===== src/rtl/timer_pkg.sv =====
package timer_pkg;

   // Byte addresses of the registers, one aligned word each.
   localparam logic [7:0] OFF_CTRL0     = 8'h00;
   localparam logic [7:0] OFF_CTRL1     = 8'h04;
   localparam logic [7:0] OFF_COUNT_LO  = 8'h08;
   localparam logic [7:0] OFF_COUNT_HI  = 8'h0C;
   localparam logic [7:0] OFF_CMPA_LO   = 8'h10;
   localparam logic [7:0] OFF_CMPA_HI   = 8'h14;
   localparam logic [7:0] OFF_PERIOD    = 8'h18;

   // Values after reset.
   localparam logic [7:0]  CTRL0_RST    = 8'h00;
   localparam logic [7:0]  CTRL1_RST    = 8'h00;
   localparam logic [15:0] COUNT_RST    = 16'h0000;
   localparam logic [15:0] CMPA_RST     = 16'h0000;
   localparam logic [7:0]  PERIOD_RST   = 8'h00;
   localparam logic [7:0]  BUFFER_RST   = 8'h00;
   localparam logic [5:0]  PRESC_RST    = 6'h00;

   // Prescaler terminal counts for the divided internal clocks.
   localparam logic [5:0]  DIV4_MASK    = 6'h03;
   localparam logic [5:0]  DIV16_MASK   = 6'h0F;
   localparam logic [5:0]  DIV64_MASK   = 6'h3F;

   // Clock select codes.
   localparam logic [2:0] CLK_SYS_DIV4  = 3'h0;
   localparam logic [2:0] CLK_SYS       = 3'h1;
   localparam logic [2:0] CLK_H_DIV16   = 3'h2;
   localparam logic [2:0] CLK_H_DIV64   = 3'h3;
   localparam logic [2:0] CLK_SUB_A     = 3'h4;
   localparam logic [2:0] CLK_SUB_B     = 3'h5;
   localparam logic [2:0] CLK_PIN_RISE  = 3'h6;
   localparam logic [2:0] CLK_PIN_FALL  = 3'h7;

   // Pin action codes, compare match output mode and PWM modes.
   localparam logic [1:0] ACT_NONE      = 2'h0;
   localparam logic [1:0] ACT_LOW       = 2'h1;
   localparam logic [1:0] ACT_HIGH      = 2'h2;
   localparam logic [1:0] ACT_TOGGLE    = 2'h3;
   localparam logic [1:0] PWM_INACTIVE  = 2'h0;
   localparam logic [1:0] PWM_ACTIVE    = 2'h1;
   localparam logic [1:0] PWM_WAVE      = 2'h2;
   localparam logic [1:0] PWM_SINGLE    = 2'h3;

   // Bus responses.
   localparam logic [1:0] RESP_OKAY     = 2'h0;
   localparam logic [1:0] RESP_SLVERR   = 2'h2;

   typedef enum logic [1:0] {
      MODE_COMPARE = 2'h0,
      MODE_UNDEF   = 2'h1,
      MODE_PWM     = 2'h2,
      MODE_TIMER   = 2'h3
   } mode_type;

   typedef struct packed {
      logic       pause;
      logic [2:0] clk_sel;
      logic       enable;
      logic [2:0] unused;
   } ctrl0_type;

   typedef struct packed {
      mode_type   mode;
      logic [1:0] pin_action;
      logic       init_level;
      logic       polarity;
      logic       swap;
      logic       clear_sel;
   } ctrl1_type;

endpackage


===== src/rtl/standard_timer.sv =====
// Summary of operation
// - Comparator A and comparator P matches each give their own event.
// - A compare match can clear the counter and change the output pin.
// - External pin as clock counts on its rising or falling edge.
// - Single pulse mode uses the external pin as the start trigger.
// - Compare mode drives the pin high, low or toggles on a match.
// - PWM mode puts the generated waveform on the output pin.
// - High bytes go direct; low bytes pass through one shared byte buffer.
// - Low write fills buffer; high write stores high and copies buffer low.
// - High read returns high and loads low into buffer; low read returns buffer.
// - The core is a 16-bit up counter fed by the chosen clock.
// - Comparator P holds 8 bits and checks the counter top byte.
// - Comparator A holds 16 bits and checks the whole counter.
// - Software only clears the counter, by raising the enable bit.
// - Counter clears itself on overflow or a selected comparator match.
// - Counter is a read-only byte pair; comparator A is read/write.
// - Four modes: compare output, timer, single pulse, PWM.
// - Clock select picks sys/4, sys, H/16, H/64, sub, sub, pin rise, fall.
// - Enable rise clears counter and restores pin; enable fall keeps count.
// - Mode field: compare output, undefined, PWM or single pulse, timer.
// - Outside PWM, clear select set clears on match A, else on match P or overflow; in PWM the swap bit picks.
module standard_timer #(
   parameter int ADDR_W = 8
) (
   input  wire logic              clock,
   input  wire logic              rst_n,
   input  wire logic [ADDR_W-1:0] awaddr,
   input  wire logic              awvalid,
   output logic                   awready,
   input  wire logic [31:0]       wdata,
   input  wire logic [3:0]        wstrb,
   input  wire logic              wvalid,
   output logic                   wready,
   output logic [1:0]             bresp,
   output logic                   bvalid,
   input  wire logic              bready,
   input  wire logic [ADDR_W-1:0] araddr,
   input  wire logic              arvalid,
   output logic                   arready,
   output logic [31:0]            rdata,
   output logic [1:0]             rresp,
   output logic                   rvalid,
   input  wire logic              rready,
   input  wire logic              sub_clock_tick,
   input  wire logic              timer_clock_pin,
   output logic                   timer_wave_pin,
   output logic                   match_a_event,
   output logic                   match_p_event
);

   // Tells whether a byte address hits one of the seven registers.
   function automatic logic reg_hit(input logic [ADDR_W-1:0] addr);
      logic [7:0] a;
      a = addr[7:0];
      reg_hit = (a == timer_pkg::OFF_CTRL0) || (a == timer_pkg::OFF_CTRL1) ||
                (a == timer_pkg::OFF_COUNT_LO) || (a == timer_pkg::OFF_COUNT_HI) ||
                (a == timer_pkg::OFF_CMPA_LO) || (a == timer_pkg::OFF_CMPA_HI) ||
                (a == timer_pkg::OFF_PERIOD);
   endfunction

   timer_pkg::ctrl0_type ctrl0_r;
   timer_pkg::ctrl1_type ctrl1_r;
   logic [15:0]          counter_r;
   logic [15:0]          counter_nxt;
   logic [15:0]          cmpa_r;
   logic [7:0]           period_r;
   logic [7:0]           buffer_r;
   logic [5:0]           presc_r;
   logic                 pin_prev_r;
   logic                 pulse_r;
   logic                 pulse_nxt;
   logic                 wave_r;
   logic                 wave_nxt;
   logic                 pin_r;
   logic                 a_event_r;
   logic                 p_event_r;
   logic                 aw_full_r;
   logic [7:0]           aw_addr_r;
   logic                 w_full_r;
   logic [7:0]           w_data_r;
   logic                 w_strb_r;
   logic                 bvalid_r;
   logic [1:0]           bresp_r;
   logic                 rvalid_r;
   logic [1:0]           rresp_r;
   logic [31:0]          rdata_r;

   // Bus handshakes: one slot per write channel, so address and data come in any order.
   wire aw_take  = awvalid & awready;
   wire w_take   = wvalid & wready;
   wire ar_take  = arvalid & arready;
   wire do_write = aw_full_r & w_full_r & ~bvalid_r;
   wire wr_hit   = reg_hit(aw_addr_r);
   wire wr_en    = do_write & w_strb_r;
   wire [7:0] ra = araddr[7:0];

   assign awready = ~aw_full_r & ~bvalid_r;
   assign wready  = ~w_full_r & ~bvalid_r;
   assign arready = ~rvalid_r;
   assign bvalid  = bvalid_r;
   assign bresp   = bresp_r;
   assign rvalid  = rvalid_r;
   assign rresp   = rresp_r;
   assign rdata   = rdata_r;

   // Register write strobes; a write without byte lane 0 stores nothing.
   // no counter strobe
   wire wr_ctrl0   = wr_en & (aw_addr_r == timer_pkg::OFF_CTRL0);
   wire wr_ctrl1   = wr_en & (aw_addr_r == timer_pkg::OFF_CTRL1);
   wire wr_cmpa_lo = wr_en & (aw_addr_r == timer_pkg::OFF_CMPA_LO);
   wire wr_cmpa_hi = wr_en & (aw_addr_r == timer_pkg::OFF_CMPA_HI);
   wire wr_period  = wr_en & (aw_addr_r == timer_pkg::OFF_PERIOD);
   wire rd_cnt_hi  = ar_take & (ra == timer_pkg::OFF_COUNT_HI);
   wire rd_cmpa_hi = ar_take & (ra == timer_pkg::OFF_CMPA_HI);
   wire rd_low     = ar_take & ((ra == timer_pkg::OFF_COUNT_LO) |
                                (ra == timer_pkg::OFF_CMPA_LO));
   timer_pkg::ctrl0_type wr_ctrl0_val;
   assign wr_ctrl0_val = timer_pkg::ctrl0_type'(w_data_r);

   wire en_rise = wr_ctrl0 & wr_ctrl0_val.enable & ~ctrl0_r.enable;

   // Read data selection; the unused control bits and upper lanes read as zero.
   // low bytes via buffer
   wire [7:0] rd_byte =
      (ra == timer_pkg::OFF_CTRL0)    ? {ctrl0_r[7:3], 3'h0} :
      (ra == timer_pkg::OFF_CTRL1)    ? ctrl1_r :
      (ra == timer_pkg::OFF_COUNT_HI) ? counter_r[15:8] :
      (ra == timer_pkg::OFF_CMPA_HI)  ? cmpa_r[15:8] :
      (ra == timer_pkg::OFF_PERIOD)   ? period_r :
      (ra == timer_pkg::OFF_COUNT_LO) ? buffer_r :
      (ra == timer_pkg::OFF_CMPA_LO)  ? buffer_r : 8'h00;

   // Write channel slots and response.
   always_ff @(posedge clock) begin
      if (!rst_n) begin
         aw_full_r <= 1'b0;
         aw_addr_r <= 8'h00;
         w_full_r  <= 1'b0;
         w_data_r  <= 8'h00;
         w_strb_r  <= 1'b0;
         bvalid_r  <= 1'b0;
         bresp_r   <= timer_pkg::RESP_OKAY;
      end else begin
         if (aw_take) begin
            aw_full_r <= 1'b1;
            aw_addr_r <= awaddr[7:0];
         end
         if (w_take) begin
            w_full_r <= 1'b1;
            w_data_r <= wdata[7:0];
            w_strb_r <= wstrb[0];
         end
         if (do_write) begin
            aw_full_r <= 1'b0;
            w_full_r  <= 1'b0;
            bvalid_r  <= 1'b1;
            bresp_r   <= wr_hit ? timer_pkg::RESP_OKAY : timer_pkg::RESP_SLVERR;
         end else if (bvalid_r && bready) begin
            bvalid_r <= 1'b0;
         end
      end
   end

   // Read channel; the answer stands from the same edge that takes the address.
   always_ff @(posedge clock) begin
      if (!rst_n) begin
         rvalid_r <= 1'b0;
         rresp_r  <= timer_pkg::RESP_OKAY;
         rdata_r  <= 32'h0000_0000;
      end else if (ar_take) begin
         rvalid_r <= 1'b1;
         rresp_r  <= reg_hit(araddr) ? timer_pkg::RESP_OKAY : timer_pkg::RESP_SLVERR;
         rdata_r  <= {24'h000000, rd_byte};
      end else if (rvalid_r && rready) begin
         rvalid_r <= 1'b0;
      end
   end

   // Software-visible registers. A buffer write wins over a buffer load by a read in
   // the same cycle, since the write is the step software ordered last.
   always_ff @(posedge clock) begin
      if (!rst_n) begin
         ctrl0_r  <= timer_pkg::ctrl0_type'(timer_pkg::CTRL0_RST);
         ctrl1_r  <= timer_pkg::ctrl1_type'(timer_pkg::CTRL1_RST);
         cmpa_r   <= timer_pkg::CMPA_RST;
         period_r <= timer_pkg::PERIOD_RST;
         buffer_r <= timer_pkg::BUFFER_RST;
      end else begin
         if (wr_ctrl0) begin
            ctrl0_r <= {w_data_r[7:3], 3'h0};
         end
         if (wr_ctrl1) begin
            ctrl1_r <= timer_pkg::ctrl1_type'(w_data_r);
         end
         if (wr_period) begin
            period_r <= w_data_r;
         end
         if (wr_cmpa_hi) begin
            cmpa_r <= {w_data_r, buffer_r};
         end
         if (wr_cmpa_lo) begin
            buffer_r <= w_data_r;
         end else if (rd_cnt_hi) begin
            buffer_r <= counter_r[7:0];
         end else if (rd_cmpa_hi) begin
            buffer_r <= cmpa_r[7:0];
         end
      end
   end

   // Clock source selection. The high clock is taken as the system clock here.
   wire pin_rise  = timer_clock_pin & ~pin_prev_r;
   wire pin_fall  = ~timer_clock_pin & pin_prev_r;
   logic src_tick;
   always_comb begin
      unique case (ctrl0_r.clk_sel)
         timer_pkg::CLK_SYS_DIV4: src_tick = (presc_r[1:0] == timer_pkg::DIV4_MASK[1:0]);
         timer_pkg::CLK_SYS:      src_tick = 1'b1;
         timer_pkg::CLK_H_DIV16:  src_tick = (presc_r[3:0] == timer_pkg::DIV16_MASK[3:0]);
         timer_pkg::CLK_H_DIV64:  src_tick = (presc_r == timer_pkg::DIV64_MASK);
         timer_pkg::CLK_SUB_A:    src_tick = sub_clock_tick;
         timer_pkg::CLK_SUB_B:    src_tick = sub_clock_tick;
         timer_pkg::CLK_PIN_RISE: src_tick = pin_rise;
         timer_pkg::CLK_PIN_FALL: src_tick = pin_fall;
      endcase
   end

   // Counting conditions and the two comparators.
   wire        pwm_mode  = (ctrl1_r.mode == timer_pkg::MODE_PWM);
   wire        sp_mode   = pwm_mode & (ctrl1_r.pin_action == timer_pkg::PWM_SINGLE);
   wire        run       = ctrl0_r.enable & ~ctrl0_r.pause;
   wire        tick      = run & src_tick & (~sp_mode | pulse_r);
   wire [15:0] cnt_inc   = counter_r + 16'h0001;
   wire        match_a   = tick & (cnt_inc == cmpa_r);
   // top byte compare, zero period means overflow
   wire        match_p   = tick & (cnt_inc[15:8] == period_r) & (cnt_inc[7:0] == 8'h00);
   wire        sp_start  = sp_mode & run & pin_rise & ~pulse_r;
   wire        clear_hit = pwm_mode ? (ctrl1_r.swap ? match_a : match_p)
                                    : (ctrl1_r.clear_sel ? match_a : match_p);

   // Next counter value; there is no path that loads software data into it.
   // self clear on match
   always_comb begin
      counter_nxt = counter_r;
      pulse_nxt   = pulse_r;
      if (en_rise) begin
         counter_nxt = 16'h0000;
         pulse_nxt   = 1'b0;
      end else if (sp_start) begin
         counter_nxt = 16'h0000;
         pulse_nxt   = 1'b1;
      end else if (tick) begin
         counter_nxt = clear_hit ? 16'h0000 : cnt_inc;
         if (sp_mode && match_a) begin
            pulse_nxt = 1'b0;
         end
      end
   end

   // Output level before polarity. The duty comparator is the one not setting the period.
   wire duty_on = ctrl1_r.swap ? (counter_nxt[15:8] < period_r) : (counter_nxt < cmpa_r);
   wire active  = ctrl1_r.init_level;
   always_comb begin
      wave_nxt = wave_r;
      if (en_rise) begin
         wave_nxt = ctrl1_r.init_level;
      end else begin
         unique case (ctrl1_r.mode)
            timer_pkg::MODE_COMPARE: begin
               if (match_a) begin
                  unique case (ctrl1_r.pin_action)
                     timer_pkg::ACT_NONE:   wave_nxt = wave_r;
                     timer_pkg::ACT_LOW:    wave_nxt = 1'b0;
                     timer_pkg::ACT_HIGH:   wave_nxt = 1'b1;
                     timer_pkg::ACT_TOGGLE: wave_nxt = ~wave_r;
                  endcase
               end
            end
            timer_pkg::MODE_PWM: begin
               unique case (ctrl1_r.pin_action)
                  timer_pkg::PWM_INACTIVE: wave_nxt = ~active;
                  timer_pkg::PWM_ACTIVE:   wave_nxt = active;
                  timer_pkg::PWM_WAVE:     wave_nxt = (ctrl0_r.enable && duty_on) ? active
                                                                                  : ~active;
                  timer_pkg::PWM_SINGLE:   wave_nxt = pulse_nxt ? active : ~active;
               endcase
            end
            // The pin is left as it was in timer mode and on the undefined code.
            timer_pkg::MODE_TIMER: wave_nxt = wave_r;
            timer_pkg::MODE_UNDEF: wave_nxt = wave_r;
         endcase
      end
   end

   // Counter, prescaler, pin state and the two match events.
   // two match events
   always_ff @(posedge clock) begin
      if (!rst_n) begin
         counter_r  <= timer_pkg::COUNT_RST;
         presc_r    <= timer_pkg::PRESC_RST;
         pin_prev_r <= 1'b0;
         pulse_r    <= 1'b0;
         wave_r     <= 1'b0;
         pin_r      <= 1'b0;
         a_event_r  <= 1'b0;
         p_event_r  <= 1'b0;
      end else begin
         counter_r  <= counter_nxt;
         presc_r    <= presc_r + 6'h01;
         pin_prev_r <= timer_clock_pin;
         pulse_r    <= pulse_nxt;
         wave_r     <= wave_nxt;
         pin_r      <= wave_nxt ^ (ctrl1_r.polarity & (ctrl1_r.mode != timer_pkg::MODE_TIMER));
         a_event_r  <= match_a;
         p_event_r  <= match_p;
      end
   end

   assign timer_wave_pin = pin_r;
   assign match_a_event  = a_event_r;
   assign match_p_event  = p_event_r;
endmodule


===== config.mk =====
export PLATFORM = sky130hd
export DESIGN_NAME = standard_timer
export DESIGN_NICKNAME = d
export VERILOG_FILES = /design/src/rtl/timer_pkg.sv /design/src/rtl/standard_timer.sv
export SDC_FILE = /design/constraint.sdc
export NUM_CORES = 1
export LEC_CHECK = 0
export ABC_AREA = 0
export BUFFER_PORTS_ARGS = -buffer_cell sky130_fd_sc_hd__buf_2
export CAP_MARGIN = 30
export CORE_MARGIN = 2
export CORE_UTILIZATION = 50
export DETAILED_ROUTE_END_ITERATION = 8
export PLACE_DENSITY_LB_ADDON = 0.12
export SYNTH_ARGS = -nofsm -noshare
export SYNTH_HDL_FRONTEND = slang
export SYNTH_SLANG_ARGS = --single-unit

===== constraint.sdc =====
create_clock -name clock -period 8.4 [get_ports clock]
set_clock_uncertainty 0.1 [all_clocks]
set_input_delay 1.68 -clock clock [delete_from_list [all_inputs] [get_ports clock]]
set_output_delay 1.68 -clock clock [all_outputs]
set_load 0.02 [all_outputs]

; Word-level counts from Yosys, hierarchy flattened
; Cells that the tools add are included.
[totals]
regBits = 106
latchBits = 0
mem_bits_rw = 0
mem_bits_ro = 0
out_inout_bits = 44
memories = 0
[classes]
addsub = 2
multipliers = 0
div_mod_pow = 0
magnitude_cmp = 2
eq_ne = 31
shifts = 0
n_mux = 36
n_bitwise = 45
n_reduce_logical = 28
[op_table]
columns = cell, n
row1 = 2-to-1 mux 8 bit, 10
row2 = 2-to-1 mux 16 bit, 4
row3 = == test 8 x 5 -> 1 bit (second input constant), 6
row4 = == test 8 x 4 -> 1 bit (second input constant), 4
row5 = AND 1 bit, 30
row6 = zero test 8 bit, 3
row7 = adder 16 x 1 -> 16 bit (second input constant), 1
row8 = == test 16 bit, 1
row9 = == test 8 x 3 -> 1 bit (second input constant), 2
row10 = less-than comparator 16 bit, 1
row11 = 2-to-1 mux 1 bit, 16
row12 = NOT 1 bit, 13
row13 = == test 3 bit (second input constant), 4
row14 = logical OR 1 bit, 12
row15 = == test 2 bit (second input constant), 5
row16 = == test 8 bit, 1
row17 = less-than comparator 8 bit, 1
row18 = case mux 1 bit (4 select lines), 2
row19 = case mux 1 bit (7 select lines), 1
row20 = adder 6 x 1 -> 6 bit (second input constant), 1
row21 = == test 3 x 2 -> 1 bit (second input constant), 2
row22 = == test 6 bit (second input constant), 1
row23 = OR reduction 2 bit, 3
row24 = == test 2 x 1 -> 1 bit (second input constant), 2
row25 = other kinds (12), 18

; Longest topological paths before layout
[depth]
ltp_word = 21
depth_mapped = 26

; Worst setup path before layout
; No wires, ideal clock.
[synth_timing]
path_type = input port to flip-flop
start = in timer_clock_pin
end = reg pin_r, in the netlist timer_wave_pin
t_arrival_ns = 5.673
t_required_ns = 8.228
setup_slack_ns = 2.555
path_stages = 22
cell_sequence = nand4b_1 -> o2111ai_1 -> nand4b_1 -> or4_1 -> buf_2 -> o32a_1 -> buf_6 -> nand2_1 -> nand2_1 -> a22oi_1 -> nor2_1 -> ha_1 -> and3_1 -> nand3_1 -> nor2_1 -> a2111oi_0 -> nand3_1 -> a211oi_1 -> o41ai_1 -> and3_1 -> a221oi_2 -> mux2i_1
[synth_via]
elab_chain_len = 21
[synth_rtl]
columns = item, line
row1 = start: declaration, standard_timer.sv:45  ; input wire logic timer_clock_pin,
row2 = NOT 1 bit, standard_timer.sv:213  ; wire pin_fall = ~timer_clock_pin & pin_prev_r;
row3 = AND 1 bit, standard_timer.sv:213
row4 = case mux 1 bit (7 select lines), standard_timer.sv:216  ; unique case (ctrl0_r.clk_sel)
row5 = AND 1 bit (2 in a row), standard_timer.sv:232  ; wire tick = run & src_tick & (~sp_mode | pulse_r);
row6 = AND 1 bit (2 in a row), standard_timer.sv:236  ; wire match_p = tick & (cnt_inc[15:8] == period_r) & (cnt_inc[7:0] == 8'h00);
row7 = "2-to-1 mux 1 bit, on equally long branches", "standard_timer.sv:239, standard_timer.sv:238"
row8 = 2-to-1 mux 1 bit, standard_timer.sv:238  ; wire clear_hit = pwm_mode ? (ctrl1_r.swap ? match_a : match_p)
row9 = 2-to-1 mux 16 bit, standard_timer.sv:253  ; counter_nxt = clear_hit ? 16'h0000 : cnt_inc;
row10 = [... 3 more ...], -
row11 = named net counter_nxt[12], standard_timer.sv:64  ; logic [15:0] counter_nxt;
row12 = less-than comparator 16 bit / less-than comparator 8 bit (equally long branches), standard_timer.sv:261  ; wire duty_on = ctrl1_r.swap ? (counter_nxt[15:8] < period_r) : (counter_nxt < cmpa_r);
row13 = 2-to-1 mux 1 bit (*), standard_timer.sv:261
row14 = logical AND 1 bit (*), standard_timer.sv:283  ; timer_pkg::PWM_WAVE: wave_nxt = (ctrl0_r.enable && duty_on) ? active
row15 = 2-to-1 mux 1 bit (*), standard_timer.sv:283
row16 = case mux 1 bit (4 select lines) (*), standard_timer.sv:280  ; unique case (ctrl1_r.pin_action)
row17 = case mux 1 bit (3 select lines) (*), standard_timer.sv:268  ; unique case (ctrl1_r.mode)
row18 = 2-to-1 mux 1 bit (*), standard_timer.sv:265  ; if (en_rise) begin
row19 = XOR 1 bit (*), standard_timer.sv:313  ; pin_r <= wave_nxt ^ (ctrl1_r.polarity & (ctrl1_r.mode != timer_pkg::MODE_TIMER));
row20 = end signal: assignment, standard_timer.sv:313
row21 = end: declaration, standard_timer.sv:74  ; logic pin_r;
; Mark *: on every way through the listed nets, which the timed path passes. The rest lies on a longest branch.
; A chain may end at the register's enable or synchronous reset.

; Final worst setup path
[layout_timing]
start = reg counter_r[0]
end = reg pin_r, in the netlist timer_wave_pin
[layout_via]
elab_chain_len = 18
[layout_rtl]
columns = item, line
row1 = start: declaration, standard_timer.sv:63  ; logic [15:0] counter_r;
row2 = start signal: assignment, standard_timer.sv:299  ; counter_r <= timer_pkg::COUNT_RST;
row3 = start signal: assignment, standard_timer.sv:308  ; counter_r <= counter_nxt;
row4 = adder 16 x 1 -> 16 bit (*), standard_timer.sv:233  ; wire [15:0] cnt_inc = counter_r + 16'h0001;
row5 = == test 8 bit, standard_timer.sv:236
row6 = AND 1 bit (2 in a row), standard_timer.sv:236
row7 = "2-to-1 mux 1 bit, on equally long branches", "standard_timer.sv:239, standard_timer.sv:238"
row8 = 2-to-1 mux 1 bit, standard_timer.sv:238
row9 = 2-to-1 mux 16 bit (*), standard_timer.sv:253
row10 = 2-to-1 mux 16 bit (*), standard_timer.sv:252  ; end else if (tick) begin
row11 = 2-to-1 mux 16 bit (*), standard_timer.sv:249  ; end else if (sp_start) begin
row12 = [... 1 more ...], -
row13 = named net counter_nxt[15], standard_timer.sv:64
row14 = less-than comparator 16 bit / less-than comparator 8 bit (equally long branches), standard_timer.sv:261
row15 = 2-to-1 mux 1 bit (*), standard_timer.sv:261
row16 = logical AND 1 bit (*), standard_timer.sv:283
row17 = 2-to-1 mux 1 bit (*), standard_timer.sv:283
row18 = case mux 1 bit (4 select lines) (*), standard_timer.sv:280
row19 = case mux 1 bit (3 select lines) (*), standard_timer.sv:268
row20 = 2-to-1 mux 1 bit (*), standard_timer.sv:265
row21 = XOR 1 bit (*), standard_timer.sv:313
; Marked as above.

==> results.py <==
metrics = {
    "status": {
        "status": "complete, no violations",
    },
    "cells_and_area": {
        "final_layout_size_suffix_gt1_share_pct": 12.3,
        "diodes": 0,
        "syn_to_final_growth_pct": 7.64,
        "layout.filler_cells": 1291,
        "mostFrequentLayoutCell": "dfxtp_1",
        "fin_util_pct": 54.8,
        "nets": 935,
        "final_cell_mix": "dfxtp_1, nor2_1, nand2_1",
    },
    "floorplanning": {
        "dieArea_sq_mm": 0.0144,
        "initial_core_util_pct": 50.9,
        "io_pins": 105,
        "fp.dieH_microns": 120,
        "core_area_sq_mm": 0.0132,
        "rows": 42,
        "dieWidth_microns": 120,
    },
    "sta": {
        "finalHoldViolCount": 0,
        "fin_crit_sh_pct": 84.3,
        "setup_ws_ns": 1.32,
        "slew_viol_final": 0,
        "worst_pin_slew_ns": 0.896,
        "fmax_mhz": 141,
        "maxSlewHeadroom_pct": 40.3,
        "rsz0062_at_grt": "false",
        "final.min_clock_period_ns": 7.08,
        "final-setup-viol-count": 0,
        "setup-tns-final_ns": 0,
    },
    "clocking": {
        "cts_tree": "done",
        "h-tree-depth": 3,
        "clock_sinks": 104,
        "clock-root-buffer": "clkbuf_16",
        "insertion_delay_ns": 0.36,
        "hold_buffers": 0,
        "ctsResizeCount": 0,
        "cts_setup_buffers": 0,
        "clock_path_buffers": 2,
        "clkTransAtPathRegs_ns": 0.07,
        "cts-buffers-inserted": 9,
    },
    "setup_path": {
        "worstPathMaxFanout": 13,
        "path_class": "flop to flop",
        "start_kind": "flop",
        "crit_arrival_ns": 7.27,
        "critPathRequiredTime_ns": 8.59,
        "rr_worst_depth": 19,
        "worstSetupEndpointType": "flop",
    },
    "route": {
        "vias": 6050,
        "ant_nets": 0,
        "dr.pass1.iters": 5,
        "vias_per_cell": 5.87,
        "wl_per_cell_microns": 18.7,
        "drc_errors": 0,
        "first_iter_violations": 754,
        "drt-total-wl_microns": 19300,
    },
    "synth": {
        "synth_area_leaders": "dfxtp_1, mux2i_1, nor2_1",
        "postSynthAreaPerCell_sq_um": 8.12,
        "synth-seq-cells": 104,
        "synth-seq-area-share_pct": 31.0,
        "postSynth.asyncResetShare_pct": 0,
        "yosys_warnings": 0,
        "netlist.area_leader.share_pct": 31.0,
        "yosys.area.top_type": "dfxtp_1",
        "syn_area_sq_mm": 0.00671,
        "synthFlopType": "dfxtp_1",
        "synthCells": 827,
        "synth_edf_count": 0,
        "ys_types": 73,
    },
    "global_routing": {
        "grt_pass1_vias": 5691,
        "met1_usage_pct": 36.6,
        "antenna_found_initial": 0,
        "met2_usage_pct": 44.8,
        "grt_overflow": 0,
        "grt_usage_pct": 27.4,
        "grt_pass1_wl_microns": 30500,
        "grt-busiest-layer": "met2",
        "grt_max_degree": 83,
        "met3_usage_pct": 3.04,
    },
    "power_and_ir_drop": {
        "vdd_ir_drop_max_uv": 132,
        "power_mw": 1.03,
        "power_density_mw_per_mm2": 143,
        "leakagePower_nw": 3.08,
    },
    "placement": {
        "hpwl_microns": 14700,
        "pre_cts_slack_ns": 1.31,
        "port_buffers": 51,
        "place_congestion": 0.954,
    },
    "hold_path": {
        "min_path_type": "flop to flop",
        "whs_path_depth": 1,
    },
    "flow_run": {
        "maxCapViolCount": 0,
    },
}
-- state kept, by name (all words and copies together), names as in the netlist, 5 cells and up --
name,flops
ctrl0_r,5
presc_r,6
counter_r,16
aw_addr_r,8
buffer_r,8
period_r,8
cmpa_r,16
rdata,8
ctrl1_r,7
w_data_r,8
-- layer usage --
layer	vias to the layer above	share of wire, %	routed length (microns)
li1	2925	-	-
met1	2811	43	8290
met2	264	47	9000
met3	50	6.5	1250
met4	0	3.8	734
met5	-	0	0
-- per-stage QoR --
| step | std cells | cell area [sq um] | hold WS [ns] |
|---|---|---|---|
| CTS | 1030 | 7220 | 0.344 |
| detailed placement | 1014 | 6920 | 0.333 |
| global placement | 1012 | 6900 | 0.324 |
| global route | 1030 | 7220 | 0.366 |
| floorplan | 852 | 6810 | 0.313 |
| finish | 1030 | 7220 | 0.351 |
-- Yosys cell counts, drive strengths merged (7+ instances only) --
library cell / n
dfxtp: 104
nor2: 101
nand2: 90
a21oi: 47
buf: 46
mux2i: 42
inv: 36
nand3: 36
clkbuf: 27
nor3: 27
ha: 25
xnor2: 25
o21ai: 23
a22oi: 14
o211ai: 14
and2: 13
nand4: 12
nor2b: 12
xor2: 12
a211oi: 9
nor4: 9
a21o: 8
a31oi: 7
and3: 7
nand4b: 7
-- logic make-up after synthesis --
kind of cell               count (synthesis)  synth area share [%]
and+or+nand+nor                          345                  26.9
DFF                                      104                  31.0
buffers and inverters                    110                  8.43
xor gates and xnor gates                  41                  6.17
AOI/OAI and AO/OA                        158                  16.3
adders and majority gates                 25                  4.66
other                                      1                0.0559
muxes                                     43                  6.43
-- report_power, final --
group          switching [mW]  total, mW  internal (mW)  leakage, nW
Sequential             0.0135      0.519          0.505        0.844
Combinational          0.0526     0.0756         0.0229         2.08
Clock                   0.203      0.439          0.236        0.147
Total                   0.269       1.03          0.764         3.08
-- critical path, stage by stage, from the launching register on --
cell       delay [ns]
dfxtp_1          0.57
ha_1             0.41
nand4_4          0.26
nor4_4           0.60
xnor2_1          0.25
o2111ai_1        0.15
or4_1            0.60
o32a_1           0.58
nand3_1          0.46
nor2_1           0.15
ha_1             0.34
nand4_1          0.08
nor4_1           0.63
and4_1           0.33
and3_1           0.16
a211oi_1         0.05
o41ai_1          0.57
a31oi_1          0.20
a221oi_2         0.28
mux2i_1          0.22
-- final cells by class --
type                       instances  area, sq um  area share [%]
clock buffer                      10          229            3.17
clock inverter                     6         73.8            1.02
inverter                          37          139            1.92
multi-input combinational        638         4160            57.6
sequential                       104         2080            28.8
tap                              176          220            3.05
timing repair buffer              59          323            4.47
-- path summary, 6_finish.rpt --
| kind | start | to | slack (ns) |
|---|---|---|---|
| worst max-delay path | counter_r[0] | timer_wave_pin | 1.32 |
| worst min-delay path | presc_r[0] | presc_r[0] | 0.35 |
| worst max register to register | counter_r[0] | timer_wave_pin | 1.32 |
| worst min register to register | presc_r[0] | presc_r[0] | 0.35 |
No activity file was read; power rests on OpenSTA's default activity.
